## src/hw/io_regmap_defs.vh

```
`ifndef IO_REGMAP_DEFS_VH
`define IO_REGMAP_DEFS_VH
// low page decode
`define LOW_PAGE_MASK 16'hFFC0
`define LOW_PAGE_BASE 16'h0000
// low page registers
`define ADDR_PTA_PUE 16'h000B
`define ADDR_PTB_PUE 16'h000C
`define ADDR_KBD_SC 16'h001A
`define ADDR_KBD_IE 16'h001B
`define ADDR_EXT_INT_SC 16'h001D
`define ADDR_CFG2 16'h001E
`define ADDR_CFG1 16'h001F
`define ADDR_TMR_CNT_LO 16'h0022
`define ADDR_TMR_MOD_HI 16'h0023
`define ADDR_TMR_MOD_LO 16'h0024
`define ADDR_TMR_SC0 16'h0025
`define ADDR_TMR_CH0_HI 16'h0026
`define ADDR_TMR_CH0_LO 16'h0027
`define ADDR_TMR_SC1 16'h0028
`define ADDR_TMR_CH1_HI 16'h0029
`define ADDR_TMR_CH1_LO 16'h002A
`define ADDR_OSC_STATE 16'h0036
`define ADDR_OSC_TRIM 16'h0038
// high page registers
`define ADDR_BRK_STATE 16'hFE00
`define ADDR_RST_CAUSE 16'hFE01
`define ADDR_BRK_AUX 16'hFE02
`define ADDR_BRK_FLAG_CTL 16'hFE03
`define ADDR_INT_PEND1 16'hFE04
`define ADDR_INT_PEND2 16'hFE05
`define ADDR_INT_PEND3 16'hFE06
`define ADDR_FLASH_CTL 16'hFE08
`define ADDR_BRK_ADDR_HI 16'hFE09
`define ADDR_BRK_ADDR_LO 16'hFE0A
`define ADDR_BRK_SC 16'hFE0B
`define ADDR_LV_STATUS 16'hFE0C
`define ADDR_FLASH_PROT 16'hFFBE
`define ADDR_STORED_TRIM 16'hFFC0
`define ADDR_WDOG_CTL 16'hFFFF
// reset values
`define RST_ZERO 8'h00
`define RST_TMR_MOD 8'hFF
`define RST_OSC_TRIM 8'h80
// writable masks
`define WMASK_PTA_PUE 8'hBF
`define WMASK_KBD_SC 8'h03
`define WMASK_KBD_IE 8'h7F
`define WMASK_EXT_INT_SC 8'h03
`define WMASK_CFG2 8'hD9
`define WMASK_TIMER_CHAN0_STATUS_CONTROL 8'h7F
`define WMASK_TIMER_CHAN1_STATUS_CONTROL 8'h5F
`define WMASK_BRK_AUX 8'h01
`define WMASK_FLASH_CTL 8'h0F
// field positions
`define BIT_OSC2EN 7
`define BIT_RESET_PIN_ENABLE 0
`define BIT_LVTRIP 3
`define BIT_IRQEN 6
`define BIT_TSC_MSA 4
`define BIT_TSC_ELSB 3
`define BIT_TSC_ELSA 2
`define BIT_OSCOPT1 4
`define BIT_OSCOPT0 3
`endif

```

## src/hw/io_register_map_pin_priority.v

```verilog
// Operation
// any reset leaves every shared pin a plain input port
// pin 0 owner order: analog 0, timer channel 0, keypad 0, general io
// pin 1 owner order: analog 1, timer channel 1, keypad 1, general io
// pin 2 owner order: external interrupt, keypad 2, timer clock, general input
// pin 3 owner order: external reset, keypad 3, general io
// pin 4 owner order: oscillator output, analog 2, keypad 4, general io
// pin 5 owner order: oscillator input, analog 3, keypad 5, general io
// decoder presents a 64 kilobyte space to the core
// most registers in 0x0000-0x003f, rest individually in high pages
// software avoids unimplemented and reserved locations
// each configuration register takes only the first write after reset
// reset pin enable cleared by power-on reset only
// low voltage trip select cleared by power-on reset only
`timescale 1ns/1ps
`include "io_regmap_defs.vh"
module io_register_map_pin_priority (
   // clock and resets
   input wire clk_i,
   input wire rst_n_i,
   input wire por_n_i,
   // core access
   input wire [15:0] addr_i,
   input wire [7:0] wdata_i,
   input wire wr_i,
   input wire rd_i,
   output reg [7:0] rdata_o,
   output wire reg_sel_o,
   // status from units
   input wire [7:0] timer_count_low_i,
   input wire [1:0] osc_state_i,
   input wire [7:0] reset_cause_i,
   input wire [7:0] int_pend1_i,
   input wire [7:0] int_pend3_i,
   input wire keypad_flag_i,
   input wire ext_int_flag_i,
   input wire [1:0] timer_chan_flag_i,
   // function enables
   input wire [3:0] analog_ch_en_i,
   input wire [1:0] timer_chan_out_en_i,
   input wire timer_clk_sel_i,
   // port a pin owner codes, one-hot per pin
   output reg [3:0] pin0_owner_o,
   output reg [3:0] pin1_owner_o,
   output reg [3:0] pin2_owner_o,
   output reg [2:0] pin3_owner_o,
   output reg [3:0] pin4_owner_o,
   output reg [3:0] pin5_owner_o,
   // configuration outputs
   output wire [7:0] config_first_o,
   output wire [7:0] config_second_o,
   output wire [7:0] osc_trim_o,
   output wire [15:0] timer_modulo_o
);
   // one-hot owner codes: highest priority function first
   localparam [3:0] OWN_F1 = 4'b0001;
   localparam [3:0] OWN_F2 = 4'b0010;
   localparam [3:0] OWN_F3 = 4'b0100;
   localparam [3:0] OWN_IO = 4'b1000;

   reg [7:0] pta_pue_reg;
   reg [7:0] ptb_pue_reg;
   reg [7:0] kbd_sc_reg;
   reg [7:0] kbd_ie_reg;
   reg [7:0] ext_int_sc_reg;
   reg [7:0] cfg2_reg;
   reg [7:0] cfg1_reg;
   reg cfg2_done_reg;
   reg cfg1_done_reg;
   reg reset_pin_enable_reg;
   reg lvtrip_reg;
   reg [7:0] tmod_hi_reg;
   reg [7:0] tmod_lo_reg;
   reg [7:0] timer_chan0_status_control_reg;
   reg [7:0] timer_chan1_status_control_reg;
   reg [7:0] timer_channel_zero_hi_reg;
   reg [7:0] timer_channel_zero_lo_reg;
   reg [7:0] timer_channel_one_hi_reg;
   reg [7:0] timer_channel_one_lo_reg;
   reg [7:0] osc_trim_reg;
   reg [7:0] brk_aux_reg;
   reg [7:0] brk_flag_ctl_reg;
   reg [7:0] flash_ctl_reg;
   reg [7:0] brk_hi_reg;
   reg [7:0] brk_lo_reg;
   reg [7:0] brk_sc_reg;
   reg [7:0] flash_prot_reg;
   reg [7:0] stored_trim_reg;
   reg sw_break_reg;
   reg [7:0] rdata_next;

   // write strobe for one register address
   function wr_hit;
      input [15:0] a;
      input [15:0] target;
      input w;
      begin
         wr_hit = w && (a == target);
      end
   endfunction

   // 16 bit decode of single high registers, low page and 0xFE00-0xFE0F selected as blocks, no aliasing across the 64 kilobyte map
   assign reg_sel_o = ((addr_i & `LOW_PAGE_MASK) == `LOW_PAGE_BASE) ||
                      (addr_i[15:4] == 12'hFE0) || (addr_i == `ADDR_FLASH_PROT) ||
                      (addr_i == `ADDR_STORED_TRIM) || (addr_i == `ADDR_WDOG_CTL);

   // power-on-only fields live under the power-on reset
   always @(posedge clk_i or negedge por_n_i) begin
      if (!por_n_i) begin
         reset_pin_enable_reg <= 1'b0;
         lvtrip_reg <= 1'b0;
      end else begin
         if (wr_hit(addr_i, `ADDR_CFG2, wr_i) && !cfg2_done_reg) begin
            reset_pin_enable_reg <= wdata_i[`BIT_RESET_PIN_ENABLE];
         end
         if (wr_hit(addr_i, `ADDR_CFG1, wr_i) && !cfg1_done_reg) begin
            lvtrip_reg <= wdata_i[`BIT_LVTRIP];
         end
      end
   end

   always @(posedge clk_i or negedge rst_n_i) begin
      if (!rst_n_i) begin
         pta_pue_reg <= `RST_ZERO;
         ptb_pue_reg <= `RST_ZERO;
         kbd_sc_reg <= `RST_ZERO;
         kbd_ie_reg <= `RST_ZERO;
         ext_int_sc_reg <= `RST_ZERO;
         cfg2_reg <= `RST_ZERO;
         cfg1_reg <= `RST_ZERO;
         cfg2_done_reg <= 1'b0;
         cfg1_done_reg <= 1'b0;
      end else begin
         if (wr_hit(addr_i, `ADDR_PTA_PUE, wr_i)) begin
            pta_pue_reg <= wdata_i & `WMASK_PTA_PUE;
         end
         if (wr_hit(addr_i, `ADDR_PTB_PUE, wr_i)) begin
            ptb_pue_reg <= wdata_i;
         end
         if (wr_hit(addr_i, `ADDR_KBD_SC, wr_i)) begin
            kbd_sc_reg <= wdata_i & `WMASK_KBD_SC;
         end
         if (wr_hit(addr_i, `ADDR_KBD_IE, wr_i)) begin
            kbd_ie_reg <= wdata_i & `WMASK_KBD_IE;
         end
         if (wr_hit(addr_i, `ADDR_EXT_INT_SC, wr_i)) begin
            ext_int_sc_reg <= wdata_i & `WMASK_EXT_INT_SC;
         end
         // later writes are dropped until the next reset
         if (wr_hit(addr_i, `ADDR_CFG2, wr_i) && !cfg2_done_reg) begin
            cfg2_reg <= wdata_i & `WMASK_CFG2;
            cfg2_done_reg <= 1'b1;
         end
         if (wr_hit(addr_i, `ADDR_CFG1, wr_i) && !cfg1_done_reg) begin
            cfg1_reg <= wdata_i;
            cfg1_done_reg <= 1'b1;
         end
      end
   end

   // timer and oscillator trim bank kept apart so its reset values sit beside its writes
   always @(posedge clk_i or negedge rst_n_i) begin
      if (!rst_n_i) begin
         tmod_hi_reg <= `RST_TMR_MOD;
         tmod_lo_reg <= `RST_TMR_MOD;
         timer_chan0_status_control_reg <= `RST_ZERO;
         timer_chan1_status_control_reg <= `RST_ZERO;
         timer_channel_zero_hi_reg <= `RST_ZERO;
         timer_channel_zero_lo_reg <= `RST_ZERO;
         timer_channel_one_hi_reg <= `RST_ZERO;
         timer_channel_one_lo_reg <= `RST_ZERO;
         osc_trim_reg <= `RST_OSC_TRIM;
      end else begin
         if (wr_hit(addr_i, `ADDR_TMR_MOD_HI, wr_i)) begin
            tmod_hi_reg <= wdata_i;
         end
         if (wr_hit(addr_i, `ADDR_TMR_MOD_LO, wr_i)) begin
            tmod_lo_reg <= wdata_i;
         end
         if (wr_hit(addr_i, `ADDR_TMR_SC0, wr_i)) begin
            timer_chan0_status_control_reg <= wdata_i & `WMASK_TIMER_CHAN0_STATUS_CONTROL;
         end
         if (wr_hit(addr_i, `ADDR_TMR_SC1, wr_i)) begin
            timer_chan1_status_control_reg <= wdata_i & `WMASK_TIMER_CHAN1_STATUS_CONTROL;
         end
         if (wr_hit(addr_i, `ADDR_TMR_CH0_HI, wr_i)) begin
            timer_channel_zero_hi_reg <= wdata_i;
         end
         if (wr_hit(addr_i, `ADDR_TMR_CH0_LO, wr_i)) begin
            timer_channel_zero_lo_reg <= wdata_i;
         end
         if (wr_hit(addr_i, `ADDR_TMR_CH1_HI, wr_i)) begin
            timer_channel_one_hi_reg <= wdata_i;
         end
         if (wr_hit(addr_i, `ADDR_TMR_CH1_LO, wr_i)) begin
            timer_channel_one_lo_reg <= wdata_i;
         end
         if (wr_hit(addr_i, `ADDR_OSC_TRIM, wr_i)) begin
            osc_trim_reg <= wdata_i;
         end
      end
   end

   // high page bank; break address values reset to zero although software must not rely on it
   always @(posedge clk_i or negedge rst_n_i) begin
      if (!rst_n_i) begin
         brk_aux_reg <= `RST_ZERO;
         brk_flag_ctl_reg <= `RST_ZERO;
         flash_ctl_reg <= `RST_ZERO;
         brk_hi_reg <= `RST_ZERO;
         brk_lo_reg <= `RST_ZERO;
         brk_sc_reg <= `RST_ZERO;
         flash_prot_reg <= `RST_ZERO;
         stored_trim_reg <= `RST_ZERO;
         sw_break_reg <= 1'b0;
      end else begin
         // software break flag: writing 0 to bit 1 clears it
         if (wr_hit(addr_i, `ADDR_BRK_STATE, wr_i) && !wdata_i[1]) begin
            sw_break_reg <= 1'b0;
         end
         if (wr_hit(addr_i, `ADDR_BRK_AUX, wr_i)) begin
            brk_aux_reg <= wdata_i & `WMASK_BRK_AUX;
         end
         if (wr_hit(addr_i, `ADDR_BRK_FLAG_CTL, wr_i)) begin
            brk_flag_ctl_reg <= {wdata_i[7], 7'h00};
         end
         if (wr_hit(addr_i, `ADDR_FLASH_CTL, wr_i)) begin
            flash_ctl_reg <= wdata_i & `WMASK_FLASH_CTL;
         end
         if (wr_hit(addr_i, `ADDR_BRK_ADDR_HI, wr_i)) begin
            brk_hi_reg <= wdata_i;
         end
         if (wr_hit(addr_i, `ADDR_BRK_ADDR_LO, wr_i)) begin
            brk_lo_reg <= wdata_i;
         end
         if (wr_hit(addr_i, `ADDR_BRK_SC, wr_i)) begin
            brk_sc_reg <= wdata_i;
         end
         if (wr_hit(addr_i, `ADDR_FLASH_PROT, wr_i)) begin
            flash_prot_reg <= wdata_i;
         end
         if (wr_hit(addr_i, `ADDR_STORED_TRIM, wr_i)) begin
            stored_trim_reg <= wdata_i;
         end
      end
   end

   // configuration views with the power-on-only bits merged in
   wire [7:0] cfg1_view = {cfg1_reg[7:4], lvtrip_reg, cfg1_reg[2:0]};
   wire [7:0] cfg2_view = {cfg2_reg[7:1], reset_pin_enable_reg};

   // read mux; unlisted and reserved addresses return zero
   always @* begin
      case (addr_i)
         `ADDR_PTA_PUE: rdata_next = pta_pue_reg;
         `ADDR_PTB_PUE: rdata_next = ptb_pue_reg;
         `ADDR_KBD_SC: rdata_next = {4'h0, keypad_flag_i, 1'b0, kbd_sc_reg[1:0]};
         `ADDR_KBD_IE: rdata_next = kbd_ie_reg;
         `ADDR_EXT_INT_SC: rdata_next = {4'h0, ext_int_flag_i, 1'b0, ext_int_sc_reg[1:0]};
         `ADDR_CFG2: rdata_next = cfg2_view;
         `ADDR_CFG1: rdata_next = cfg1_view;
         `ADDR_TMR_CNT_LO: rdata_next = timer_count_low_i;
         `ADDR_TMR_MOD_HI: rdata_next = tmod_hi_reg;
         `ADDR_TMR_MOD_LO: rdata_next = tmod_lo_reg;
         `ADDR_TMR_SC0: rdata_next = {timer_chan_flag_i[0], timer_chan0_status_control_reg[6:0]};
         `ADDR_TMR_CH0_HI: rdata_next = timer_channel_zero_hi_reg;
         `ADDR_TMR_CH0_LO: rdata_next = timer_channel_zero_lo_reg;
         `ADDR_TMR_SC1: rdata_next = {timer_chan_flag_i[1], timer_chan1_status_control_reg[6:0]};
         `ADDR_TMR_CH1_HI: rdata_next = timer_channel_one_hi_reg;
         `ADDR_TMR_CH1_LO: rdata_next = timer_channel_one_lo_reg;
         `ADDR_OSC_STATE: rdata_next = {6'h00, osc_state_i};
         `ADDR_OSC_TRIM: rdata_next = osc_trim_reg;
         `ADDR_BRK_STATE: rdata_next = {6'h00, sw_break_reg, 1'b0};
         `ADDR_RST_CAUSE: rdata_next = reset_cause_i;
         `ADDR_BRK_AUX: rdata_next = brk_aux_reg;
         `ADDR_BRK_FLAG_CTL: rdata_next = brk_flag_ctl_reg;
         `ADDR_INT_PEND1: rdata_next = int_pend1_i;
         `ADDR_INT_PEND2: rdata_next = 8'h00;
         `ADDR_INT_PEND3: rdata_next = int_pend3_i;
         `ADDR_FLASH_CTL: rdata_next = flash_ctl_reg;
         `ADDR_BRK_ADDR_HI: rdata_next = brk_hi_reg;
         `ADDR_BRK_ADDR_LO: rdata_next = brk_lo_reg;
         `ADDR_BRK_SC: rdata_next = brk_sc_reg;
         `ADDR_FLASH_PROT: rdata_next = flash_prot_reg;
         `ADDR_STORED_TRIM: rdata_next = stored_trim_reg;
         // low voltage status and watchdog control decode but read back as zero
         default: rdata_next = 8'h00;
      endcase
   end

   // registered read data, one cycle after rd_i
   always @(posedge clk_i or negedge rst_n_i) begin
      if (!rst_n_i) begin
         rdata_o <= 8'h00;
      end else if (rd_i) begin
         rdata_o <= rdata_next;
      end
   end

   // function enable terms decoded from the bank
   wire irq_en = cfg2_reg[`BIT_IRQEN];
   wire osc_out_en = pta_pue_reg[`BIT_OSC2EN] || cfg2_reg[`BIT_OSCOPT1];
   wire osc_in_en = cfg2_reg[`BIT_OSCOPT1] || cfg2_reg[`BIT_OSCOPT0];
   wire tmr0_en = timer_chan0_status_control_reg[`BIT_TSC_MSA+1] || timer_chan0_status_control_reg[`BIT_TSC_MSA] ||
                  timer_chan0_status_control_reg[`BIT_TSC_ELSB] || timer_chan0_status_control_reg[`BIT_TSC_ELSA] ||
                  timer_chan_out_en_i[0];
   wire tmr1_en = timer_chan1_status_control_reg[`BIT_TSC_MSA] || timer_chan1_status_control_reg[`BIT_TSC_ELSB] ||
                  timer_chan1_status_control_reg[`BIT_TSC_ELSA] || timer_chan_out_en_i[1];

   // three-level priority pick, plain io when nothing claims the pin
   function [3:0] pick;
      input f1;
      input f2;
      input f3;
      begin
         if (f1) begin
            pick = OWN_F1;
         end else if (f2) begin
            pick = OWN_F2;
         end else if (f3) begin
            pick = OWN_F3;
         end else begin
            pick = OWN_IO;
         end
      end
   endfunction

   // next owner codes, one per pin
   reg [3:0] pin0_owner_next;
   reg [3:0] pin1_owner_next;
   reg [3:0] pin2_owner_next;
   reg [2:0] pin3_owner_next;
   reg [3:0] pin4_owner_next;
   reg [3:0] pin5_owner_next;

   // enables settle one clock before the pin changes hands, so no glitchy handover
   always @* begin
      pin0_owner_next = pick(analog_ch_en_i[0], tmr0_en, kbd_ie_reg[0]);
      pin1_owner_next = pick(analog_ch_en_i[1], tmr1_en, kbd_ie_reg[1]);
      pin2_owner_next = pick(irq_en, kbd_ie_reg[2], timer_clk_sel_i);
      case ({reset_pin_enable_reg, kbd_ie_reg[3]})
         2'b10: pin3_owner_next = 3'b001;
         2'b11: pin3_owner_next = 3'b001;
         2'b01: pin3_owner_next = 3'b010;
         default: pin3_owner_next = 3'b100;
      endcase
      pin4_owner_next = pick(osc_out_en, analog_ch_en_i[2], kbd_ie_reg[4]);
      pin5_owner_next = pick(osc_in_en, analog_ch_en_i[3], kbd_ie_reg[5]);
   end

   // owners registered so the reset value is plain input on every pin
   always @(posedge clk_i or negedge rst_n_i) begin
      if (!rst_n_i) begin
         pin0_owner_o <= OWN_IO;
         pin1_owner_o <= OWN_IO;
         pin2_owner_o <= OWN_IO;
         pin3_owner_o <= 3'b100;
         pin4_owner_o <= OWN_IO;
         pin5_owner_o <= OWN_IO;
      end else begin
         pin0_owner_o <= pin0_owner_next;
         pin1_owner_o <= pin1_owner_next;
         pin2_owner_o <= pin2_owner_next;
         pin3_owner_o <= pin3_owner_next;
         pin4_owner_o <= pin4_owner_next;
         pin5_owner_o <= pin5_owner_next;
      end
   end

   assign config_first_o = cfg1_view;
   assign config_second_o = cfg2_view;
   assign osc_trim_o = osc_trim_reg;
   assign timer_modulo_o = {tmod_hi_reg, tmod_lo_reg};
endmodule // io_register_map_pin_priority

```

## config.mk

```make
export PLATFORM = sky130hd
export DESIGN_NAME = io_register_map_pin_priority
export DESIGN_NICKNAME = d
export VERILOG_FILES = /design/src/hw/io_register_map_pin_priority.v
export VERILOG_INCLUDE_DIRS = /design/src /design/src/hw
export SDC_FILE = /design/constraint.sdc
export NUM_CORES = 1
export LEC_CHECK = 0
export BUFFER_PORTS_ARGS = -buffer_cell sky130_fd_sc_hd__buf_2
export CAP_MARGIN = 20
export CORE_MARGIN = 2
export CORE_UTILIZATION = 50
export CTS_BUF_LIST = sky130_fd_sc_hd__clkbuf_8
export DETAILED_ROUTE_END_ITERATION = 16
export GPL_TIMING_DRIVEN = 0
export HOLD_SLACK_MARGIN = 0.12
export PLACE_DENSITY_LB_ADDON = 0.15
export SETUP_SLACK_MARGIN = 0.1
export SKIP_LAST_GASP = 1
export SYNTH_ARGS = -nofsm -noshare
export SYNTH_HDL_FRONTEND = slang
export SYNTH_SLANG_ARGS = --single-unit
```

## constraint.sdc

```tcl
create_clock -name clk_i -period 5.1 [get_ports clk_i]
set_input_delay 0.765 -clock clk_i [delete_from_list [all_inputs] [get_ports clk_i]]
set_output_delay 0.765 -clock clk_i [all_outputs]
set_load 0.005 [all_outputs]
```

Yosys cells after proc, flatten, opt, wreduce, memory -nomap -nowiden:

Cells that the tools add are included.

* output and inout bits: 72
* input port bits: 74
* register bits: 189
* word-level logic and storage cells: 129

* mux-type cells: 17
* equal/unequal tests: 34
* reduce and logical (&&, ||, !) cells: 43

Operators by type and width (count)
* one-hot mux 8 bit (29 select lines): 1
* == test 16 bit, second input constant: 12
* == test 16 x 6 -> 1 bit, second input constant: 11
* == test 16 x 5 -> 1 bit, second input constant: 5
* 2-to-1 mux 4 bit: 15
* == test 16 x 4 -> 1 bit, second input constant: 2
* logical AND 1 bit: 26
* logical NOT 16 bit: 1
* logical OR 1 bit: 13
* == test 12 bit, second input constant: 1
* one-hot mux 3 bit (2 select lines): 1
* == test 2 bit, second input constant: 2
* == test 2 x 1 -> 1 bit, second input constant: 1
* logical NOT 1 bit: 2
* OR reduction 2 bit: 1

Logic depth before layout (Yosys ltp):

* depth after elaboration: 6
* gate-level depth with buffers: 9
* depth with buffers taken out: 6

Worst setup path before layout:

OpenSTA, ideal clock, no wires.

* path type: in2out
* from: in addr_i[6]
* to: out reg_sel_o
* arrival time: 2.171 ns
* setup slack: 2.164 ns
* data required time: 4.335 ns
* buffers on the path: 3
* cell stages on the path: 7
* cell sequence: buf_2 -> or4_1 -> buf_2 -> nor4_2 -> buf_2 -> nor2_1 -> nand3b_1

* word-level cells in the longest chain between the ends: 5
* elaborated cells between the ends (all ways): 9
* those cells by class: eq/ne: 4; reduce/logical: 5

RTL lines
* from (decl): line io_register_map_pin_priority.v:23 `input wire [15:0] addr_i,`
* == test 12 bit or logical NOT 16 bit (tied branches)
* logical OR 1 bit (3 in a row): line io_register_map_pin_priority.v:103 `` assign reg_sel_o = ((addr_i & `LOW_PAGE_MASK) == `LOW_PAGE_BASE) || ``
* logical OR 1 bit (*): line io_register_map_pin_priority.v:103
* to (decl): line io_register_map_pin_priority.v:28 `output wire reg_sel_o,`

Every way passes the cells marked *; elsewhere a longest branch is shown, timed or not.

Final worst setup path:

* from: in addr_i[5]
* to: out reg_sel_o

* word-level cells in the longest chain between the ends: 5
* elaborated cells between the ends (all ways): 8
* those cells by class: eq/ne: 4; reduce/logical: 4

RTL lines
* == test 12 bit: line io_register_map_pin_priority.v:104 `` (addr_i[15:4] == 12'hFE0) || (addr_i == `ADDR_FLASH_PROT) || ``
* logical OR 1 bit (3 in a row): line io_register_map_pin_priority.v:103
* logical OR 1 bit (*): line io_register_map_pin_priority.v:103

Marks and branches as above.

==> results.txt <==
The synthesized area per cell is 12.8 µm², and the average vias per placed instance is 6.48. The leading register cell type out of synthesis was dfrtp_1. The run gives 0 as the number of max-slew violations in the final report. After synthesis, flip-flops and latches occupy 51.2% of the total area. Relative to the synthesized area, the layout overhead comes to 16.0%. The count of flip-flops with a built-in enable after synthesis came out at 0. Signal routing reaches up to met4. Number of diodes: 0. The fraction of registers with async set/reset is 100%. The routed wire length was 31100 µm.

Total standard cell area after synthesis: 9200 µm². The critical path is of the in -> out type. The number of vias in the routed layout came out at 7277. The critical path runs through a total of 8 cells.

Number of buffers on the longest clock path: 2. The run gives 0 as the synthesis warning total. The detailed-routing wirelength on met1 is 12900 µm, and the achievable clock frequency is 0.276 GHz.

Counting every instance in the synthesized netlist gives 718. The detail route stage leaves a number of antenna-violating nets equal to 0. In this run switching power makes up 27.8% of total power. In this run the biggest area consumer among cell types represents 44.6% of the synthesized area. In this run the critical register-to-register path is captured at rdata_o[3]$_DFFE_PN0P_.

The number of buffers added for setup after CTS is 0. Entering global routing, the biggest net connects 100 pins. The synthesized design contains 187 register bits. Dividing the final minimum period by the clock period gives 70.9%. For the worst setup path, the data required time is 4.34 ns. The cell with the largest stage delay on the worst path was nor4_2. The run gives 8 as the detailed-routing iteration count for the pre-antenna-repair pass. The cell area power density was 255 nW/µm²; the horizontal die dimension was 140 µm. The clock network fraction of design power came out at 37.7%.

The kind of cell adding the most delay to the critical path was simple AND/OR/NAND/NOR gates. Once the floorplan was initialized, standard cells occupied 51.0% of the core. The run gives 0.00518 µW as the leakage dissipation.

Setup repair after global routing left no endpoint under its margin. In the routed design, unresolved DRC markers number 0. The design draws 2720 µW. Counting I/O delays and the setup requirement, the final critical path takes 3.62 ns.

TritonCTS built the clock tree. The final layout contains 955 nets. The logs give 1544 for the number of inserted filler cells in the final layout and 0 for the count of final hold-check violations. In this run the critical register-to-register path is launched from flash_ctl_reg[3]$_DFFE_PN0P_.

The largest driver fanout on the critical path is 10, and the peak ir drop on the vdd network is 0.170 mV. The net switching component of the power is 756 µW. The share of total power dissipated in sequential elements is 54.9%. The area of the placeable core was 18000 µm². The floorplan has 49 rows. In this design, the stage delay of the slowest critical-path cell is 0.56 ns. Setup violations remaining at the end of the flow were counted as 0. The logs give 187 for the count of clock tree sinks and 0 for the count of maximum capacitance violations.

Detailed placement ended at an HPWL of 21800 µm. For the pin with the worst max-slew slack, the measured transition is 1.02 ns. The number of cells traversed by the worst register-to-register path is 6, and the wire length of the first global-routing pass is 46000 µm. The y dimension of the die is 140 µm. The normalized max-slew margin is 31.8%. The combined global-route utilization of all metal layers was 32.2%. The initial DRC count came out at 696. The critical path goes through buf_2 > or4_1 > buf_2 > nor4_2 > buf_2 > nor2_1 > nand3b_1 > buf_2. Clock tree synthesis inserted a total of 17 buffers. The sum of negative setup slack was 0 ns; the fraction of final layout cells with drive strength greater than 1 was 47.0%. Counting both buffers and inverters, the worst setup path holds a total of 4. The setup check on the worst reg-to-reg path leaves a slack of 3.39 ns. STA classifies the critical path endpoint as an output pin. Across the routed clock network, the largest skew measured is 0.0118 ns. The cell type with the highest aggregate area in the netlist was dfrtp_1.

Port buffering added 136 buffers. Cell internal power was estimated by the tool at 1970 µW. The run gives 7338 as the via count of the first global-routing pass.

The number of H-tree levels is 4. The worst setup path is launched from an input port. For the worst setup path, the data arrival time is 2.85 ns. The proportion of power drawn by combinational gates is 7.4%. The tightest min-delay check is of the in -> async type. Global routing finished with a remaining overflow of 0. At the end of the flow the core is filled with cells to 59.2%.

The met2 wire length came out at 13900 µm. The run finished with clean final reports. After clock tree synthesis, the clock-pin slew on the worst setup and hold paths is 0.11 ns. The die covers 19500 µm². By instance count, the cell type seen most on the critical path is buf_2. The number of antenna violations at the first check in global routing was 0; the number of top-level pins was 146.

The tools report the root buffer cell as clkbuf_8. After detailed routing, the average wire length per cell comes to 27.7 µm. Routability-driven placement finished with a final weighted congestion of 0.904. The clock latency reported for the late side of the worst-skew pair was 0.48 ns; the detailed route wirelength on metal3 was 2930 µm. The post-synthesis cell type count is 69. Sorting the synthesized cells by area gives the leading types as dfrtp_1 45%, mux2_2 19%, dfstp_2 6.6%, a22oi_1 2.5%, nor4_4 2.3%.
per-layer routing:
layer,vias to the layer above,track usage (%)
met5,-,0
met4,0,14.6
met2,434,48.9
met3,83,7.26
met1,3684,44.5
li1,3076,-
layout make-up:
cell class	count	area, µm²	share of cell area (%)
clock buffer	17	234	2.19
timing repair buffer	142	759	7.12
clock inverter	15	170	1.59
buffer	53	287	2.68
tap	229	287	2.68
sequential	187	4710	44.1
inverter	4	15.0	0.141
multi-input combinational	476	4210	39.5
repair_timing:
item,in CTS,in global routing
gates resized for setup,0,0
hold endpoints to repair,2,0
endpoints found under the setup margin,0,0
hold buffers,1,0
worst register-to-register path: stages, from the launching register on:
cell	delay [ns]
dfrtp_1	0.39
nand2_1	0.06
o21ai_0	0.09
a221oi_1	0.52
o21ai_0	0.22
nor3_1	0.21
a211oi_1	0.10
cells in the mapped netlist (10+ instances only):
library cell and count:
dfstp_2 23, nand4_1 12, a21oi_1 10, nor3_1 13, clkbuf_1 22, nor4_4 10, buf_2 11, a22oi_1 31
nand3_1 26, dfrtp_1 164, nor2_1 27, a22o_1 12, nand2_1 23, mux2_2 157
cells in the final DEF, fill, tap and decap left out, types with 4 or more instances in the layout:
master,netlist,final
a211oi_1,6,6
a211oi_2,4,4
a21oi_1,10,10
a221oi_1,9,9
a222oi_1,5,5
a22o_1,12,12
a22oi_1,31,31
a31oi_1,4,4
a32o_1,8,8
a32oi_1,9,9
and3_1,6,6
buf_1,8,8
buf_2,11,147
buf_4,9,11
clkbuf_1,22,22
clkbuf_8,0,17
dfrtp_1,164,164
dfstp_2,23,23
inv_1,4,4
inv_6,0,6
mux2_2,157,157
nand2_1,23,23
nand2b_1,5,5
nand3_1,26,26
nand3_2,5,5
nand4_1,12,12
nand4b_1,5,5
nor2_1,27,27
nor2b_1,8,8
nor3_1,13,13
nor3b_1,6,6
nor4_1,6,6
nor4_2,5,4
nor4_4,10,11
nor4b_4,3,4
o21ai_0,5,5
or4bb_1,4,4
stage by stage:
stage	instance area, µm²	std cells	hold slack [ns]	setup slack, ns
floorplan	9210	720	0.400	2.16
global placement	10200	1085	0.432	0.421
detailed placement	10300	1090	0.434	1.32
CTS	10700	1123	0.292	1.49
global route	10700	1123	0.292	1.39
finish	10700	1123	0.245	1.48
power by group through the flow:
stage / Clock, µW / Sequential (µW) / Combinational (µW)
floorplan: 0 / 1520 / 79.3
global placement: 0 / 1520 / 190
detailed placement: 0 / 1520 / 198
CTS: 1030 / 1500 / 199
global route: 1100 / 1500 / 217
finish: 1030 / 1500 / 200
worst max path at each step:
stage | from | end | slack (ns)
floorplan | addr_i[6] | reg_sel_o | 2.16
global placement | rst_n_i | timer_chan1_status_control_reg[2]$_DFFE_PN0P_ | 0.42
detailed placement | addr_i[5] | brk_sc_reg[1]$_DFFE_PN0P_ | 1.32
CTS | addr_i[5] | reg_sel_o | 1.49
global route | addr_i[5] | reg_sel_o | 1.39
finish | addr_i[5] | reg_sel_o | 1.48
logic make-up (layout without fill, tap and decap cells):
kind of cell / Yosys count / count (layout) / share of synthesized area [%]
XOR/XNOR: 1 / 1 / 0.0952
multiplexers: 159 / 159 / 19.4
AO/OA/AOI/OAI: 113 / 113 / 9.92
buffers and inverters: 57 / 231 / 3.28
AND/OR/NAND/NOR: 200 / 200 / 16.1
other: 1 / 3 / 0.0408
flip-flops: 187 / 187 / 51.2
Note: power is estimated with default switching activity, not from simulation.
